--- src/hw/intc_pkg.sv ---
// shared constants and types for the prioritized interrupt controller
package intc_pkg;
  localparam int DATA_W            = 16;
  localparam int ADDR_W            = 4;
  localparam int PRIO_W            = 3;
  localparam int LEVEL_W           = 4;
  localparam int VEC_W             = 8;
  localparam int TRAP_W            = 4;
  localparam int MAX_SRC           = 16;
  localparam int SRC_PER_PRIO_REG  = 4;
  localparam int PRIO_FIELD_STRIDE = 4;
  localparam int NUM_PRIO_REGS     = MAX_SRC / SRC_PER_PRIO_REG;

  // register offsets (word index on the plain register port)
  localparam logic [ADDR_W-1:0] OFS_CTRL_ONE   = 4'h0;
  localparam logic [ADDR_W-1:0] OFS_CTRL_TWO   = 4'h1;
  localparam logic [ADDR_W-1:0] OFS_CTRL_THREE = 4'h2;
  localparam logic [ADDR_W-1:0] OFS_CTRL_FOUR  = 4'h3;
  localparam logic [ADDR_W-1:0] OFS_FLAGS      = 4'h4;
  localparam logic [ADDR_W-1:0] OFS_ENABLE     = 4'h5;
  localparam logic [ADDR_W-1:0] OFS_PRIO0      = 4'h6;
  localparam logic [ADDR_W-1:0] OFS_TAKEN      = 4'hA;
  localparam logic [ADDR_W-1:0] OFS_STATUS     = 4'hB;
  localparam logic [ADDR_W-1:0] OFS_CORE_CTRL  = 4'hC;

  // field positions
  localparam int NEST_DIS_POS   = 15;
  localparam int GIE_POS        = 15;
  localparam int DMA_TRAP_POS   = 0;
  localparam int LOOP_TRAP_POS  = 1;
  localparam int SOFT_TRAP_POS  = 0;
  localparam int LEVEL_LO_POS   = 5;
  localparam int LEVEL_TOP_POS  = 3;
  localparam int NEW_LEVEL_POS  = 8;

  // values after reset and fixed levels
  localparam logic [VEC_W-1:0]   VECTOR_BASE  = 8'h08;
  localparam logic [LEVEL_W-1:0] NEST_LEVEL   = 4'h7;
  localparam logic [LEVEL_W-1:0] RST_LEVEL    = 4'h0;
  localparam logic [PRIO_W-1:0]  RST_PRIO     = 3'h4;
  localparam logic [DATA_W-1:0]  RST_WORD     = 16'h0000;
  localparam logic               RST_GIE      = 1'b1;

  typedef logic [PRIO_W-1:0]  prio_t;
  typedef logic [LEVEL_W-1:0] level_t;
  typedef logic [DATA_W-1:0]  word_t;
endpackage

--- src/hw/arb_if.sv ---
// bundle between the controller and its priority arbiter
`timescale 1ns/1ps
interface arb_if #(parameter int N = 16);
  import intc_pkg::*;
  logic [N-1:0]         eligible;
  prio_t [N-1:0]        prio;
  logic                 found;
  logic [$clog2(N)-1:0] index;
  prio_t                level;
  modport ctrl (output eligible, prio, input found, index, level);
  modport arb  (input eligible, prio, output found, index, level);
endinterface

--- src/hw/prio_arbiter.sv ---
// picks the highest assigned priority among eligible sources
`timescale 1ns/1ps
module prio_arbiter (
  arb_if.arb pick
);
  import intc_pkg::*;
  localparam int N  = $bits(pick.eligible);
  localparam int IW = $bits(pick.index);

  // strict compare: an equal level never displaces a lower index
  always_comb begin
    pick.found = 1'b0;
    pick.index = '0;
    pick.level = '0;
    for (int i = 0; i < N; i++) begin
      if (pick.eligible[i] && (!pick.found || pick.prio[i] > pick.level)) begin
        pick.found = 1'b1;
        pick.index = IW'(i);
        pick.level = pick.prio[i];
      end
    end
  end
endmodule

--- src/hw/pin_edge_sync.sv ---
// two-stage synchroniser and edge detector for external request pins
`timescale 1ns/1ps
module pin_edge_sync #(
  parameter int W = 1
) (
  input  wire logic         sys_clk,
  input  wire logic         rst_n,
  input  wire logic [W-1:0] pin,
  input  wire logic [W-1:0] falling,
  output logic      [W-1:0] edge_seen
);
  logic [W-1:0] meta;
  logic [W-1:0] stable;
  logic [W-1:0] last;
  logic [2:0]   primed;

  // only the second stage and its one-cycle-delayed copy (last) feed the edge compare
  always_ff @(posedge sys_clk or negedge rst_n) begin
    if (!rst_n) begin
      meta   <= '0;
      stable <= '0;
      last   <= '0;
      primed <= 3'h0;
    end else begin
      meta   <= pin;
      stable <= meta;
      last   <= stable;
      primed <= {primed[1:0], 1'b1};
    end
  end

  // polarity chosen per pin by software; edges stay muted until last
  // holds a real sample, else a pin idling high fakes a rise at reset
  assign edge_seen = primed[2] ?
                     ((last & ~stable & falling) | (~last & stable & ~falling))
                     : '0;
endmodule

--- src/hw/prio_intc.sv ---
// prioritized interrupt controller: flags, enables, levels, vector latch
`timescale 1ns/1ps

// Notes on behaviour
// - control one: nesting disable and trap flags
// - control two: global enable, pin edge polarity
// - control three: DMA and loop-stack trap flags
// - control four: software hard trap bit
// - source flag set by event, cleared by software
// - per-source enable bit masks each request
// - per-source writable three-bit priority, eight levels
// - taken request latches vector and new level
// - new level equals serviced request's priority
// - sources in vector order, first at vector 8
// - status bits 7:5 show and set level
// - level top bit read-only to software
module prio_intc
  import intc_pkg::*;
#(
  parameter int NUM_SRC = 16,
  parameter int NUM_EXT = 2
) (
  input  wire logic                 sys_clk,
  input  wire logic                 rst_n,
  input  wire logic [ADDR_W-1:0]    reg_addr,
  input  wire logic [DATA_W-1:0]    reg_wdata,
  input  wire logic                 reg_wr,
  input  wire logic                 reg_rd,
  output logic      [DATA_W-1:0]    reg_rdata,
  input  wire logic [NUM_EXT-1:0]   ext_irq_pin,
  input  wire logic [NUM_SRC-NUM_EXT-1:0] periph_evt,
  input  wire logic [TRAP_W-1:0]    trap_evt,
  input  wire logic                 dma_trap_evt,
  input  wire logic                 loop_ovf_evt,
  input  wire logic                 irq_ack,
  input  wire logic                 level_load,
  input  wire logic [LEVEL_W-1:0]   level_value,
  output logic                      irq_req,
  output logic      [VEC_W-1:0]     irq_vector,
  output logic      [LEVEL_W-1:0]   irq_level,
  output logic                      trap_req,
  output logic      [LEVEL_W-1:0]   current_cpu_level
);
  localparam word_t SRC_MASK  = word_t'((32'h1 << NUM_SRC) - 1);
  localparam word_t EXT_MASK  = word_t'((32'h1 << NUM_EXT) - 1);
  localparam word_t TRAP_MASK = word_t'((32'h1 << TRAP_W) - 1);
  localparam int    VEC_FIRST = VECTOR_BASE;
  localparam int    VEC_LAST  = VECTOR_BASE + NUM_SRC - 1;

  // refuse counts that the priority words or the pin field cannot hold
  if (NUM_SRC > MAX_SRC || NUM_SRC % SRC_PER_PRIO_REG != 0 ||
      NUM_EXT < 1 || NUM_EXT >= NUM_SRC ||
      NUM_EXT > GIE_POS) begin : g_bad_counts
    $error("prio_intc: unsupported source counts");
  end

  // register state
  word_t        global_ctrl_one;
  word_t        global_ctrl_two;
  word_t        global_ctrl_three;
  logic         soft_hard_trap_flag;
  word_t        request_flag_regs;
  word_t        source_enable_regs;
  prio_t        source_priority_regs [MAX_SRC];
  logic [VEC_W-1:0]   taken_vector_number;
  logic [LEVEL_W-1:0] new_cpu_level;

  // address decode
  wire wr_one   = reg_wr && reg_addr == OFS_CTRL_ONE;
  wire wr_two   = reg_wr && reg_addr == OFS_CTRL_TWO;
  wire wr_three = reg_wr && reg_addr == OFS_CTRL_THREE;
  wire wr_four  = reg_wr && reg_addr == OFS_CTRL_FOUR;
  wire wr_flags = reg_wr && reg_addr == OFS_FLAGS;
  wire wr_en    = reg_wr && reg_addr == OFS_ENABLE;
  wire wr_stat  = reg_wr && reg_addr == OFS_STATUS;

  // control fields
  wire nesting_disable   = global_ctrl_one[NEST_DIS_POS];
  wire global_irq_enable = global_ctrl_two[GIE_POS];
  wire [NUM_EXT-1:0] edge_falling = global_ctrl_two[NUM_EXT-1:0];
  wire cpu_level_top_bit = current_cpu_level[LEVEL_TOP_POS];

  // external pins cross into sys_clk before edge detection
  logic [NUM_EXT-1:0] ext_edge;
  pin_edge_sync #(.W(NUM_EXT)) u_pin_sync (
    .sys_clk   (sys_clk),
    .rst_n     (rst_n),
    .pin       (ext_irq_pin),
    .falling   (edge_falling),
    .edge_seen (ext_edge)
  );

  // source order: external pins first, then peripherals
  wire word_t src_set = word_t'({periph_evt, ext_edge});

  // hardware set beats a same-cycle software clear
  wire word_t flag_clr   = wr_flags ? reg_wdata : '0;
  wire word_t next_flags = ((request_flag_regs & ~flag_clr) | src_set)
                           & SRC_MASK;

  wire word_t trap_set   = word_t'(trap_evt) & TRAP_MASK;
  wire word_t trap_clr   = wr_one ? (reg_wdata & TRAP_MASK) : '0;
  wire word_t next_one   = {wr_one ? reg_wdata[NEST_DIS_POS] : nesting_disable,
                            global_ctrl_one[NEST_DIS_POS-1:0]
                            & ~trap_clr[NEST_DIS_POS-1:0]
                            | trap_set[NEST_DIS_POS-1:0]};

  wire word_t three_set  = word_t'({loop_ovf_evt, dma_trap_evt});
  wire word_t three_clr  = wr_three ? reg_wdata : '0;
  wire word_t next_three = ((global_ctrl_three & ~three_clr) | three_set)
                           & word_t'(16'h0003);

  wire word_t next_two   = (reg_wdata & EXT_MASK)
                           | word_t'({reg_wdata[GIE_POS], 15'h0000});

  // global control and flag registers
  always_ff @(posedge sys_clk or negedge rst_n) begin
    if (!rst_n) begin
      global_ctrl_one     <= RST_WORD;
      global_ctrl_two     <= word_t'({RST_GIE, 15'h0000});
      global_ctrl_three   <= RST_WORD;
      soft_hard_trap_flag <= 1'b0;
      request_flag_regs   <= RST_WORD;
      source_enable_regs  <= RST_WORD;
    end else begin
      global_ctrl_one   <= next_one;
      global_ctrl_three <= next_three;
      request_flag_regs <= next_flags;
      if (wr_two)
        global_ctrl_two <= next_two;
      if (wr_four)
        soft_hard_trap_flag <= reg_wdata[SOFT_TRAP_POS];
      if (wr_en)
        source_enable_regs <= reg_wdata & SRC_MASK;
    end
  end

  // per-source priority storage, eligibility and read nibbles
  arb_if #(.N(NUM_SRC)) pick ();
  word_t prio_word [NUM_PRIO_REGS];

  for (genvar e = 0; e < MAX_SRC; e++) begin : g_src
    localparam logic [ADDR_W-1:0] PRIO_OFS =
      ADDR_W'(OFS_PRIO0 + e / SRC_PER_PRIO_REG);
    localparam int FIELD = (e % SRC_PER_PRIO_REG) * PRIO_FIELD_STRIDE;
    if (e < NUM_SRC) begin : g_live
      always_ff @(posedge sys_clk or negedge rst_n) begin
        if (!rst_n)
          source_priority_regs[e] <= RST_PRIO;
        else if (reg_wr && reg_addr == PRIO_OFS)
          source_priority_regs[e] <= reg_wdata[FIELD +: PRIO_W];
      end
      assign pick.prio[e]     = source_priority_regs[e];
      assign pick.eligible[e] = request_flag_regs[e] &&
                                source_enable_regs[e] &&
                                global_irq_enable &&
                                level_t'(source_priority_regs[e])
                                > current_cpu_level;
    end else begin : g_none
      assign source_priority_regs[e] = '0;
    end
    assign prio_word[e / SRC_PER_PRIO_REG][FIELD +: PRIO_FIELD_STRIDE] =
      level_t'(source_priority_regs[e]);
  end

  prio_arbiter u_arbiter (
    .pick (pick.arb)
  );

  // presented request, one cycle behind the arbiter
  always_ff @(posedge sys_clk or negedge rst_n) begin
    if (!rst_n) begin
      irq_req    <= 1'b0;
      irq_vector <= VECTOR_BASE;
      irq_level  <= RST_LEVEL;
    end else begin
      irq_req    <= pick.found;
      irq_vector <= VECTOR_BASE + VEC_W'(pick.index);
      irq_level  <= level_t'(pick.level);
    end
  end

  // taking a request: latch vector and raise the cpu level
  wire take = irq_ack && irq_req;
  wire level_t ack_level = nesting_disable ? NEST_LEVEL : irq_level;
  wire level_t sw_level  = {cpu_level_top_bit,
                            reg_wdata[LEVEL_LO_POS +: PRIO_W]};
  // a core load wins over a take, which wins over software
  wire level_t next_level = level_load ? level_value :
                            take       ? ack_level :
                            wr_stat    ? sw_level : current_cpu_level;

  always_ff @(posedge sys_clk or negedge rst_n) begin
    if (!rst_n) begin
      taken_vector_number <= '0;
      new_cpu_level       <= RST_LEVEL;
      current_cpu_level   <= RST_LEVEL;
    end else begin
      if (take) begin
        taken_vector_number <= irq_vector;
        new_cpu_level       <= irq_level;
      end
      current_cpu_level <= next_level;
    end
  end

  // trap line: any trap flag or the software hard trap
  wire trap_any = |global_ctrl_one[TRAP_W-1:0] ||
                  |global_ctrl_three || soft_hard_trap_flag;
  always_ff @(posedge sys_clk or negedge rst_n) begin
    if (!rst_n)
      trap_req <= 1'b0;
    else
      trap_req <= trap_any;
  end

  // read map; unmapped offsets read zero
  word_t read_map [1 << ADDR_W];
  for (genvar a = 0; a < (1 << ADDR_W); a++) begin : g_map
    if (a == OFS_CTRL_ONE) begin : g_one
      assign read_map[a] = global_ctrl_one;
    end else if (a == OFS_CTRL_TWO) begin : g_two
      assign read_map[a] = global_ctrl_two;
    end else if (a == OFS_CTRL_THREE) begin : g_three
      assign read_map[a] = global_ctrl_three;
    end else if (a == OFS_CTRL_FOUR) begin : g_four
      assign read_map[a] = word_t'(soft_hard_trap_flag);
    end else if (a == OFS_FLAGS) begin : g_flags
      assign read_map[a] = request_flag_regs;
    end else if (a == OFS_ENABLE) begin : g_en
      assign read_map[a] = source_enable_regs;
    end else if (a >= OFS_PRIO0 && a < OFS_PRIO0 + NUM_PRIO_REGS) begin : g_pr
      assign read_map[a] = prio_word[a - OFS_PRIO0];
    end else if (a == OFS_TAKEN) begin : g_taken
      assign read_map[a] = word_t'({new_cpu_level,
                                    taken_vector_number});
    end else if (a == OFS_STATUS) begin : g_stat
      assign read_map[a] = word_t'({current_cpu_level[PRIO_W-1:0],
                                    5'h00});
    end else if (a == OFS_CORE_CTRL) begin : g_core
      assign read_map[a] = word_t'(cpu_level_top_bit) << LEVEL_TOP_POS;
    end else begin : g_zero
      assign read_map[a] = RST_WORD;
    end
  end

  // read data stand only in the cycle after the strobe
  always_ff @(posedge sys_clk or negedge rst_n) begin
    if (!rst_n)
      reg_rdata <= RST_WORD;
    else
      reg_rdata <= reg_rd ? read_map[reg_addr] : RST_WORD;
  end
endmodule

--- config.mk ---
export PLATFORM = sky130hd
export DESIGN_NAME = prio_intc
export DESIGN_NICKNAME = d
export VERILOG_FILES = /design/src/hw/intc_pkg.sv /design/src/hw/arb_if.sv /design/src/hw/prio_arbiter.sv /design/src/hw/pin_edge_sync.sv /design/src/hw/prio_intc.sv
export SDC_FILE = /design/constraint.sdc
export NUM_CORES = 1
export LEC_CHECK = 0
export BUFFER_PORTS_ARGS = -buffer_cell sky130_fd_sc_hd__buf_2
export CORE_MARGIN = 8
export CORE_UTILIZATION = 25
export DETAILED_ROUTE_END_ITERATION = 10
export HOLD_SLACK_MARGIN = 0.15
export PLACE_DENSITY = 0.48
export SYNTH_ARGS = -nofsm -noshare
export SYNTH_HDL_FRONTEND = slang
export SYNTH_SLANG_ARGS = --single-unit
--- constraint.sdc ---
create_clock -name sys_clk -period 25.9 [get_ports sys_clk]
set_input_delay 5.18 -clock sys_clk [delete_from_list [all_inputs] [get_ports sys_clk]]
set_output_delay 5.18 -clock sys_clk [all_outputs]
set_load 0.02 [all_outputs]
==> qor.csv, run 1 <==
stage,metric,value,unit
outcome,status,finished clean,
worst_setup_path,crit_required,26170,ps
floorplan,core-area,36600,µm²
worst_setup_path,critPathLaunchType,flip-flop,
global_routing,grt_pass1_vias,7665,
worst_setup_path,cpMostUsedCell,ha_1,
sta,timing_hold_violations_final,0,
global_routing,gr-total-overflow,0,
sta,slew_viol_final,0,
drt,vias_per_cell,5.09,
layout,nFillCells,3836,
place,dp_cells,1458,
floorplan,fp.dieH,209,µm
cts,cts_buffers,17,
synthesis,synth.most_common_cell,dfrtp_1,
cts,clock_latency,430,ps
floorplan,start_util,0.254,
power_and_ir_drop,leakage,4.68,nW
sta,finalCritPeriodShare,0.926,
drt,vias,7588,
sta,fmax,0.0417,GHz
synthesis,yosys.area.top_type,dfrtp_1,
layout,layout.nets,1150,
sta,min_period,23980,ps
worst_setup_path,worstPathMaxFanout,16,
hold_path,hp-class,reg2reg,
synthesis,syn_area,9290,µm²
power_and_ir_drop,irDropWorstVdd,0.0000461,V
floorplan,fp.dieArea,43600,µm²
synthesis,yosysSeqAreaShare,0.374,
synthesis,syn_area_per_cell,10.0,µm²
synthesis,synthXorXnorAreaFrac,0,
layout,seq_area,3480,µm²
drt,wl,30800,µm
worst_setup_path,crit_type,reg2reg,
cts,cts.sinks,138,
sta,setup_viol,0,
cts,htreeDepth,4,
floorplan,rows,70,
layout,diodes,0,
synthesis,ys_ff_latch,138,
synthesis,yosys-top-cells-count,"dfrtp_1, nand2_1, ha_1",
drt,drc,0,
synthesis,synth_compound_area_frac,0.192,
worst_setup_path,cpPeakStageDelay,490,ps
synthesis,synth-adder-area-share,0.117,
global_routing,grt_usage,0.141,
layout,drive_gt1_frac,0.256,
global_routing,grt_start_max_net_pins,81,
synthesis,synth-edff-count,0,
drt,wl_per_cell,20.7,µm
layout,final_cells,1492,
job,cap_viol_max_count,0,
synthesis,synthSimpleGateAreaFrac,0.146,
worst_setup_path,critical_path_buf_inv_count,7,
sta,worstMarginPinSlew,1170,ps
cts,cts_hold_buf,0,
sta,finalClockSkew,13.6,ps
power_and_ir_drop,pwr_density_cell,93.0,nW/µm²
cts,clock_path_buffers,2,
worst_setup_path,cp-end-kind,flip-flop,
global_routing,grt_pass1_wl,47600,µm
cts,cts_root_buf,clkbuf_16,
synthesis,yosys.cell_types.count,87,
synthesis,postSynthCellCount,928,
place,gp_congestion,0.884,
global_routing,grt_antenna_before_repair,0,
worst_setup_path,cp_top_family,compound AO/OA/AOI/OAI gates,
synthesis,synthArstFlopShare,1.00,
synthesis,yosys.area.top_type_share,0.323,
synthesis,yosysWarnings,0,
layout,syn_to_final_growth,17.0,%
cts,clkSlewWorstSetupHoldPaths,70,ps
synthesis,synth_ff_type,dfrtp_1,
place,io_buffers,81,
sta,relSlewSlack,0.220,
worst_setup_path,cp_data_arrival_time,24250,ps
floorplan,ios,86,
drt,drtAntennaViolNets,0,
drt,drt_iter0_drc,493,
synthesis,synth_area_leaders,"dfrtp_1, ha_1, mux2_2, dfstp_2, nand2_1",
layout,multi_input_area,5500,µm²
synthesis,synth_top_family_by_area,compound AO/OA/AOI/OAI gates,
cts,cts_tree,built,
synthesis,synth.area.mux_share,0.132,
worst_setup_path,slowest_stage,o21ai_1,
place,hpwl,23000,µm
floorplan,die_w,209,µm
sta,fin_setup_tns,0,ps
drt,dr.pass1.iters,5,
layer usage:
layer / wire length (µm) / vias to the layer above / part of all wire / global-route usage
met4: 650 / 0 / 0.021 / 0.0445
met1: 14600 / 3795 / 0.47 / 0.190
met5: 0 / - / 0 / 0
met2: 14300 / 180 / 0.46 / 0.230
li1: - / 3577 / - / -
met3: 1280 / 36 / 0.041 / 0.0226
where the power goes:
group | switching [mW] | leakage (nW) | internal [mW]
combinational | 0.250 | 2.79 | 0.187
clock | 0.106 | 0.294 | 0.154
sequential | 0.0525 | 1.60 | 0.262
logic make-up (layout without fill, tap and decap cells):
| logic type | count (synthesis) | in the layout |
|---|---|---|
| simple gates | 265 | 265 |
| flops | 138 | 138 |
| mux | 97 | 97 |
| other cells | 2 | 5 |
| buf+inv | 86 | 179 |
| fa+ha+maj | 87 | 87 |
| compound gates | 253 | 253 |
path summary, 6_finish.rpt:
| path | startpoint | end | slack [ps] | cells past startpoint |
|---|---|---|---|---|
| max reg2reg | current_cpu_level[2]$_DFFE_PN0P_ | irq_vector[2]$_DFF_PN0_ | 1920 | 122 |
| min in group asynchronous | rst_n | u_pin_sync.meta[0]$_DFF_PN0_ | 4790 | 1 |
| min | u_pin_sync.meta[1]$_DFF_PN0_ | u_pin_sync.stable[1]$_DFF_PN0_ | 350 | 0 |
| min reg2reg | u_pin_sync.meta[1]$_DFF_PN0_ | u_pin_sync.stable[1]$_DFF_PN0_ | 350 | 0 |
| max | current_cpu_level[2]$_DFFE_PN0P_ | irq_vector[2]$_DFF_PN0_ | 1920 | 122 |
| max in group asynchronous | rst_n | reg_rdata[9]$_DFF_PN0_ | 19810 | 2 |
what timing repair did:
item | in CTS | in global routing
resized for setup | 0 | 6
setup endpoints to repair | 0 | 8
hold endpoints to repair | 0 | 0
buffers inserted | 0 | 2
final cells by class:
type	count	area share
tap	468	0.0538
inverter	53	0.0183
clock inverter	14	0.0168
timing repair buffer	94	0.0468
multi-input combinational	707	0.505
sequential	138	0.320
clock buffer	18	0.0395
cells in the final DEF (no fill, tap or decap), drive strengths merged, types with 14 or more instances in the layout:
| master | netlist | final |
|---|---|---|
| nor2 | 40 | 40 |
| nor3 | 23 | 23 |
| mux2i | 18 | 18 |
| a21oi | 64 | 64 |
| o21a | 18 | 18 |
| nor2b | 25 | 25 |
| nand2 | 96 | 96 |
| nand3 | 24 | 24 |
| dfrtp | 120 | 120 |
| mux2 | 65 | 65 |
| a21o | 32 | 32 |
| o21ai | 62 | 62 |
| mux4 | 14 | 14 |
| ha | 87 | 87 |
| buf | 10 | 94 |
| dfstp | 18 | 18 |
| inv | 53 | 59 |
| clkbuf | 23 | 18 |
per-stage QoR:
stage	cell area [µm²]	setup slack, ps	hold slack [ps]	power (mW)	util
2_1_floorplan	9300	4600	331	0.615	-
3_3_place_gp	10200	1660	333	0.741	0.280
3_5_place_dp	10200	1290	336	0.752	0.280
4_1_cts	10900	1150	346	1.02	0.296
5_1_grt	10900	-31.2	344	1.09	0.297
6_report	10900	1920	346	1.01	0.297
sequential cells by signal (all words and copies together) (netlist names), 4 cells and up:
register             count
pick.prio               48
reg_rdata               16
request_flag_regs       16
source_enable_regs      16
global_ctrl_one          5
irq_vector               5
taken_vector_number      5
current_cpu_level        4
(Power assumes the default switching activity.)
==> inputs of run 2 (changes only) <==
Settings changed: GPL_TIMING_DRIVEN from default to 0.
==> run 2 against run 1 <==
Clock power fell by 5%. Clock skew fell by 2.0 ps. Final cell count up 2.1%. Count of clock-buffer cells in the layout grew 1. First-iteration DRC count up 21%. Critical path depth rose by 3. Utilization is 0.39 points higher. Register-to-register slack gained 290 ps. Sequential power up 2%. Design area increased by 1.3%. Critical path type unchanged. Critical endpoint unchanged. Largest power group unchanged.
==> qor.csv, run 2 (synthesis gave the netlist of run 1 again) <==
stage,metric,value,unit,change
worst_setup_path,cp_data_arrival_time,23970,ps,-280 ps
hold_path,hp-class,reg2reg,,
sta,relSlewSlack,0.208,,-0.0113
worst_setup_path,cp-end-kind,flip-flop,,
sta,finalCritPeriodShare,0.914,,-0.0113
sta,finalClockSkew,11.6,ps,-1.98 ps
place,gp_congestion,0.847,,-4.2%
outcome,status,finished clean,,
drt,wl,31500,µm,+2.2%
layout,finalInstanceArea,11000,µm²,+1.3%
worst_setup_path,critical_path_buf_inv_count,10,,+3
drt,vias_per_cell,5.04,,-0.81%
job,cap_viol_max_count,0,,unchanged
worst_setup_path,crit_required,26190,ps,+20 ps
place,postPlaceCellArea,10300,µm²,+0.67%
floorplan,rows,70,,unchanged
cts,clock_latency,440,ps,about the same
layout,layout_commonest_cell,dfrtp_1,,
drt,drt_iter0_drc,598,,+21%
floorplan,die_w,209,µm,unchanged
sta,fin_setup_tns,0,ps,unchanged
global_routing,grt_usage,0.144,,+0.00271
cts,cts_buffers,17,,unchanged
layout,seq_area,3480,µm²,+0.11%
floorplan,fp.dieH,209,µm,unchanged
drt,vias,7688,,+1.3%
worst_setup_path,worstPathMaxFanout,10,,-6
worst_setup_path,crit_type,reg2reg,,
cts,cts_hold_buf,0,,unchanged
cts,clkSlewWorstSetupHoldPaths,70,ps,about the same
sta,fmax,0.0422,GHz,+1.2%
layout,largest_register_ffs,48,,unchanged
cts,cts_root_buf,clkbuf_16,,
cts,htreeDepth,4,,unchanged
cts,cts.sinks,138,,unchanged
drt,drtAntennaViolNets,0,,unchanged
layout,nFillCells,3789,,-1.2%
place,dp_cells,1477,,+1.3%
floorplan,start_util,0.254,,unchanged
drt,met2_length,14900,µm,+3.7%
sta,worstMarginPinSlew,1180,ps,+10.7 ps
sta,timing_hold_violations_final,0,,unchanged
global_routing,grt_pass1_wl,48500,µm,+1.9%
drt,drc,0,,unchanged
worst_setup_path,cp_top_family,compound AO/OA/AOI/OAI gates,,
drt,routed.top_layer,met4,,
power_and_ir_drop,irDropWorstVdd,0.0000523,V,+13%
global_routing,grt_pass1_vias,7809,,+1.9%
cts,clock_path_buffers,2,,unchanged
global_routing,gr-total-overflow,0,,unchanged
floorplan,ios,86,,unchanged
drt,m1WireLength,14400,µm,-1.4%
sta,slew_viol_final,0,,unchanged
drt,dr_wl_met3,1410,µm,+11%
sta,min_period,23680,ps,-293 ps
worst_setup_path,cpPeakStageDelay,440,ps,-50 ps
drt,wl_per_cell,20.7,µm,about the same
cts,cts_tree,built,,
layout,drive_gt1_frac,0.255,,-0.000883
layout,multi_input_area,5500,µm²,+0.14%
global_routing,grt_start_max_net_pins,87,,+7.4%
worst_setup_path,slowest_stage,dfrtp_1,,
power_and_ir_drop,pwr_density_cell,91.6,nW/µm²,-1.5%
layout,layout.nets,1181,,+2.7%
floorplan,core-area,36600,µm²,unchanged
sta,setup_viol,0,,unchanged
sta,rsz0062_at_grt,no,,
drt,dr.pass1.iters,6,,+1
layout,syn_to_final_growth,18.6,%,
layout,final_cells,1524,,+2.1%
place,hpwl,24100,µm,+4.6%
layout,post-route-util,0.301,,+0.00393
power_and_ir_drop,leakage,4.71,nW,+0.58%
place,io_buffers,77,,-4.9%
layout,mostFrequentLayoutCells,"dfrtp_1, nand2_1, ha_1, buf_2, mux2_2",,
global_routing,grt_antenna_before_repair,1,,+1
worst_setup_path,critPathLaunchType,flip-flop,,
floorplan,fp.dieArea,43600,µm²,unchanged
-- run 2: cell count changes in the layout (fill, tap and decap cells not counted), sizes merged --
cell / previous run / this run
bufinv: 3 / 1
a21boi: 2 / 3
clkinvlp: 2 / 6
buf: 94 / 101
inv: 59 / 57
clkinv: 3 / 2
diode: 0 / 1
clkbuf: 18 / 42
-- run 2: layout make-up --
class / count / area share
Tap cell: 468 / 0.0531
Inverter: 53 / 0.0187
Antenna cell: 1 / 0.000227
Sequential cell: 138 / 0.316
Clock buffer: 19 / 0.0402
Buffer: 33 / 0.0135
Multi-Input combinational cell: 708 / 0.499
Timing Repair Buffer: 91 / 0.0469
Clock inverter: 13 / 0.0123
-- run 2: what timing repair did --
item / 4_1_cts / 5_1_grt
buffers inserted: 0 / 13
resized for setup: 0 / 12
endpoints found under the setup margin: 0 / 8
endpoints found under the hold margin: 0 / 0
-- run 2: metrics by stage --
stage	setup slack (ps)	hold WS (ps)	power, mW
finish	2220	350	1.01
global route	45.8	357	1.09
CTS	621	352	1.00
detailed placement	723	335	0.754
global placement	926	333	0.742
floorplan	4600	331	0.615
-- run 2: routing by layer --
layer  vias to the layer above  global-route usage
met3                        42              0.0245
met5                         -                   0
li1                       3648                   -
met2                       176               0.238
met4                         0              0.0537
met1                      3822               0.186
-- run 2: worst paths after layout --
path	start	end	slack, ps	cells past startpoint
max in group asynchronous	rst_n	pick.prio[38]$_DFFE_PN1P_	20260	2
setup / recovery	current_cpu_level[2]$_DFFE_PN0P_	irq_vector[2]$_DFF_PN0_	2220	125
setup reg to reg	current_cpu_level[2]$_DFFE_PN0P_	irq_vector[2]$_DFF_PN0_	2220	125
hold reg to reg	u_pin_sync.meta[1]$_DFF_PN0_	u_pin_sync.stable[1]$_DFF_PN0_	350	0
hold / removal	u_pin_sync.meta[1]$_DFF_PN0_	u_pin_sync.stable[1]$_DFF_PN0_	350	0
min in group asynchronous	rst_n	u_pin_sync.meta[0]$_DFF_PN0_	4790	1
-- run 2: where the power goes --
part | switching (mW) | internal [mW] | total [mW]
logic | 0.252 | 0.193 | 0.445
registers | 0.0567 | 0.262 | 0.319
clock network | 0.108 | 0.137 | 0.246
total | 0.417 | 0.593 | 1.01
==> inputs of run 3 (changes only) <==
Settings changed: BUFFER_PORTS_ARGS -buffer_cell sky130_fd_sc_hd__buf_2 to -buffer_cell sky130_fd_sc_hd__buf_4.
==> run 3 against run 2 <==
Clock skew rose by 5.7 ps. Design area rose by 2.2%. Via count rose by 0.31%. Hold slack got worse by 13 ps. Non-clock buffer count did not move. Combinational power rose by 1%. Maximum frequency fell by 1.2%. Utilization rose by 0.66 points. First-iteration DRC count fell by 27%. Setup slack got worse by 290 ps. Global-route usage rose by 0.10 points. Critical path type unchanged. Largest cell class unchanged. Highest routed layer is now met5.
==> qor.csv, run 3 (synthesis gave the netlist of run 1 again) <==
stage,metric,value,unit,change
worst_setup_path,worstPathMaxFanout,10,,unchanged
layout,layout.nets,1180,,-0.085%
global_routing,grt_antenna_before_repair,2,,+1
layout,diodes,0,,-1
global_routing,grt_pass1_vias,7774,,-0.45%
floorplan,fp.dieArea,43600,µm²,unchanged
drt,drtAntennaViolNets,0,,unchanged
worst_setup_path,crit_type,reg2reg,,
worst_setup_path,cpPeakStageDelay,440,ps,about the same
drt,drc,0,,unchanged
floorplan,rows,70,,unchanged
hold_path,hold_path_end,u_pin_sync.primed[1]$_DFF_PN0_,,
power_and_ir_drop,pwr-share-clk,0.262,,+0.019
global_routing,grt_usage,0.145,,+0.00103
cts,clock_latency,440,ps,about the same
worst_setup_path,r2r_cells,126,,+0.80%
cts,htreeDepth,4,,unchanged
global_routing,grt_start_max_net_pins,81,,-6.9%
worst_setup_path,rr_endpoint,irq_vector[4]$_DFF_PN0_,,
layout,drive_gt1_frac,0.255,,about the same
floorplan,core-area,36600,µm²,unchanged
layout,mostFrequentLayoutCells,"dfrtp_1, nand2_1, buf_4, ha_1, mux2_2",,
worst_setup_path,r2r-start,current_cpu_level[2]$_DFFE_PN0P_,,
outcome,status,finished clean,,
power_and_ir_drop,pwr_density_cell,92.4,nW/µm²,+0.88%
layout,layout_commonest_cell,dfrtp_1,,
cts,cts_root_buf,clkbuf_16,,
floorplan,fp.dieH,209,µm,unchanged
worst_setup_path,crit_required,26170,ps,-20 ps
cts,clkSlewWorstSetupHoldPaths,70,ps,about the same
sta,finalCritPeriodShare,0.926,,+0.0111
cts,cts.sinks,138,,unchanged
hold_path,hp-start,u_pin_sync.primed[0]$_DFF_PN0_,,
sta,min_period,23970,ps,+287 ps
place,gp_congestion,0.884,,+4.3%
cts,clock_path_buffers,2,,unchanged
global_routing,grt_util_met1,0.187,,+0.000326
power_and_ir_drop,irDropWorstVdd,0.0000480,V,-8.3%
layout,largest_register_ffs,48,,unchanged
worst_setup_path,cp_data_arrival_time,24240,ps,+270 ps
sta,slew_viol_final,0,,unchanged
worst_setup_path,slowest_stage,dfrtp_1,,
drt,dr.pass1.iters,5,,-1
sta,worstMarginPinSlew,1160,ps,-15.1 ps
worst_setup_path,critPathLaunchType,flip-flop,,
layout,syn_to_final_growth,21.2,%,
global_routing,grt_pass1_wl,48600,µm,+0.10%
drt,drt_iter0_drc,438,,-27%
floorplan,ios,86,,unchanged
hold_path,hp-class,reg2reg,,
global_routing,gr-total-overflow,0,,unchanged
job,cap_viol_max_count,0,,unchanged
sta,fin_setup_tns,0,ps,unchanged
cts,cts_buffers,17,,unchanged
global_routing,use_met2,0.239,,+0.00102
drt,wl_per_cell,20.9,µm,+1.2%
power_and_ir_drop,power_frac_comb,0.432,,-0.009
global_routing,grt_use_met3,0.0272,,+0.00269
floorplan,start_util,0.254,,unchanged
power_and_ir_drop,leakage,4.79,nW,+1.8%
sta,setup_viol,0,,unchanged
global_routing,busiest_layer,met2,,
drt,wl,31800,µm,+1.0%
drt,vias,7712,,+0.31%
power_and_ir_drop,switching_share,0.399,,-0.0136
hold_path,whs_path_depth,0,,unchanged
cts,cts_tree,built,,
layout,post-route-util,0.308,,+0.00660
layout,nFillCells,3794,,+0.13%
place,io_buffers,77,,unchanged
place,hpwl,24300,µm,+1.1%
sta,timing_hold_violations_final,0,,unchanged
power_and_ir_drop,p_sw,416,µW,-0.31%
sta,relSlewSlack,0.218,,+0.0101
worst_setup_path,rrSetupSlack,1930,ps,-290 ps
drt,vias_per_cell,5.07,,+0.44%
power_and_ir_drop,power.internal,625,µW,+5.5%
sta,fmax,0.0417,GHz,-1.2%
sta,finalClockSkew,17.3,ps,+5.69 ps
power_and_ir_drop,seqPwrFrac,0.306,,-0.010
sta,rsz0062_at_grt,no,,
floorplan,die_w,209,µm,unchanged
worst_setup_path,cp-end-kind,flip-flop,,
==> run 3: through the flow <==
step | setup WS (ps) | instances | power, mW | instance area [µm²] | hold WS [ps]
2_1_floorplan | 4600 | 931 | 0.615 | 9300 | 331
3_3_place_gp | 932 | 1476 | 0.748 | 10500 | 332
3_5_place_dp | 676 | 1477 | 0.760 | 10500 | 336
4_1_cts | 562 | 1509 | 1.04 | 11100 | 339
5_1_grt | 61.9 | 1522 | 1.12 | 11300 | 339
6_report | 1930 | 1522 | 1.04 | 11300 | 337
==> run 3: worst max path at each step <==
stage,cells past startpoint,slack (ps),endpoint,startpoint
floorplan,124,4600,irq_vector[2]$_DFF_PN0_,current_cpu_level[2]$_DFFE_PN0P_
global placement,123,930,irq_vector[2]$_DFF_PN0_,current_cpu_level[1]$_DFFE_PN0P_
detailed placement,123,680,irq_vector[2]$_DFF_PN0_,current_cpu_level[1]$_DFFE_PN0P_
CTS,123,560,irq_vector[2]$_DFF_PN0_,current_cpu_level[1]$_DFFE_PN0P_
global route,126,60,irq_vector[4]$_DFF_PN0_,current_cpu_level[1]$_DFFE_PN0P_
finish,126,1930,irq_vector[4]$_DFF_PN0_,current_cpu_level[2]$_DFFE_PN0P_
==> run 3: per-layer routing <==
layer,part of all wire,routed length [µm]
met2,0.47,15000
met1,0.45,14400
met5,0.00041,13
met4,0.029,935
met3,0.045,1440
==> run 3: worst max-delay path, delay by kind of cell, from the launching register on <==
kind	cells	cell delay, ps
multiplexers	2	640
AND/OR/NAND/NOR	31	5290
adder cells (fa/ha/maj)	16	4540
buffers and inverters	11	1370
AO/OA/AOI/OAI	66	11510
flip-flops	1	440
==> run 3: area by class of cell <==
type / count / area, µm² / share of cell area
Buffer: 33 / 149 / 0.0132
Clock buffer: 18 / 429 / 0.0381
Tap cell: 468 / 586 / 0.0520
Multi-Input combinational cell: 707 / 5500 / 0.488
Clock inverter: 14 / 210 / 0.0187
Sequential cell: 138 / 3480 / 0.309
Inverter: 53 / 206 / 0.0183
Timing Repair Buffer: 91 / 707 / 0.0628
==> run 3: power groups by stage <==
stage | Combinational [mW] | Sequential (mW) | Clock [mW]
floorplan | 0.310 | 0.305 | 0
global placement | 0.426 | 0.322 | 0
detailed placement | 0.438 | 0.322 | 0
CTS | 0.440 | 0.318 | 0.278
global route | 0.504 | 0.325 | 0.287
finish | 0.450 | 0.319 | 0.272
==> run 3: repair_timing <==
item | in CTS | in global routing
resized for setup | 0 | 12
hold buffers | 0 | 0
buffers inserted | 0 | 13
endpoints found under the setup margin | 0 | 8
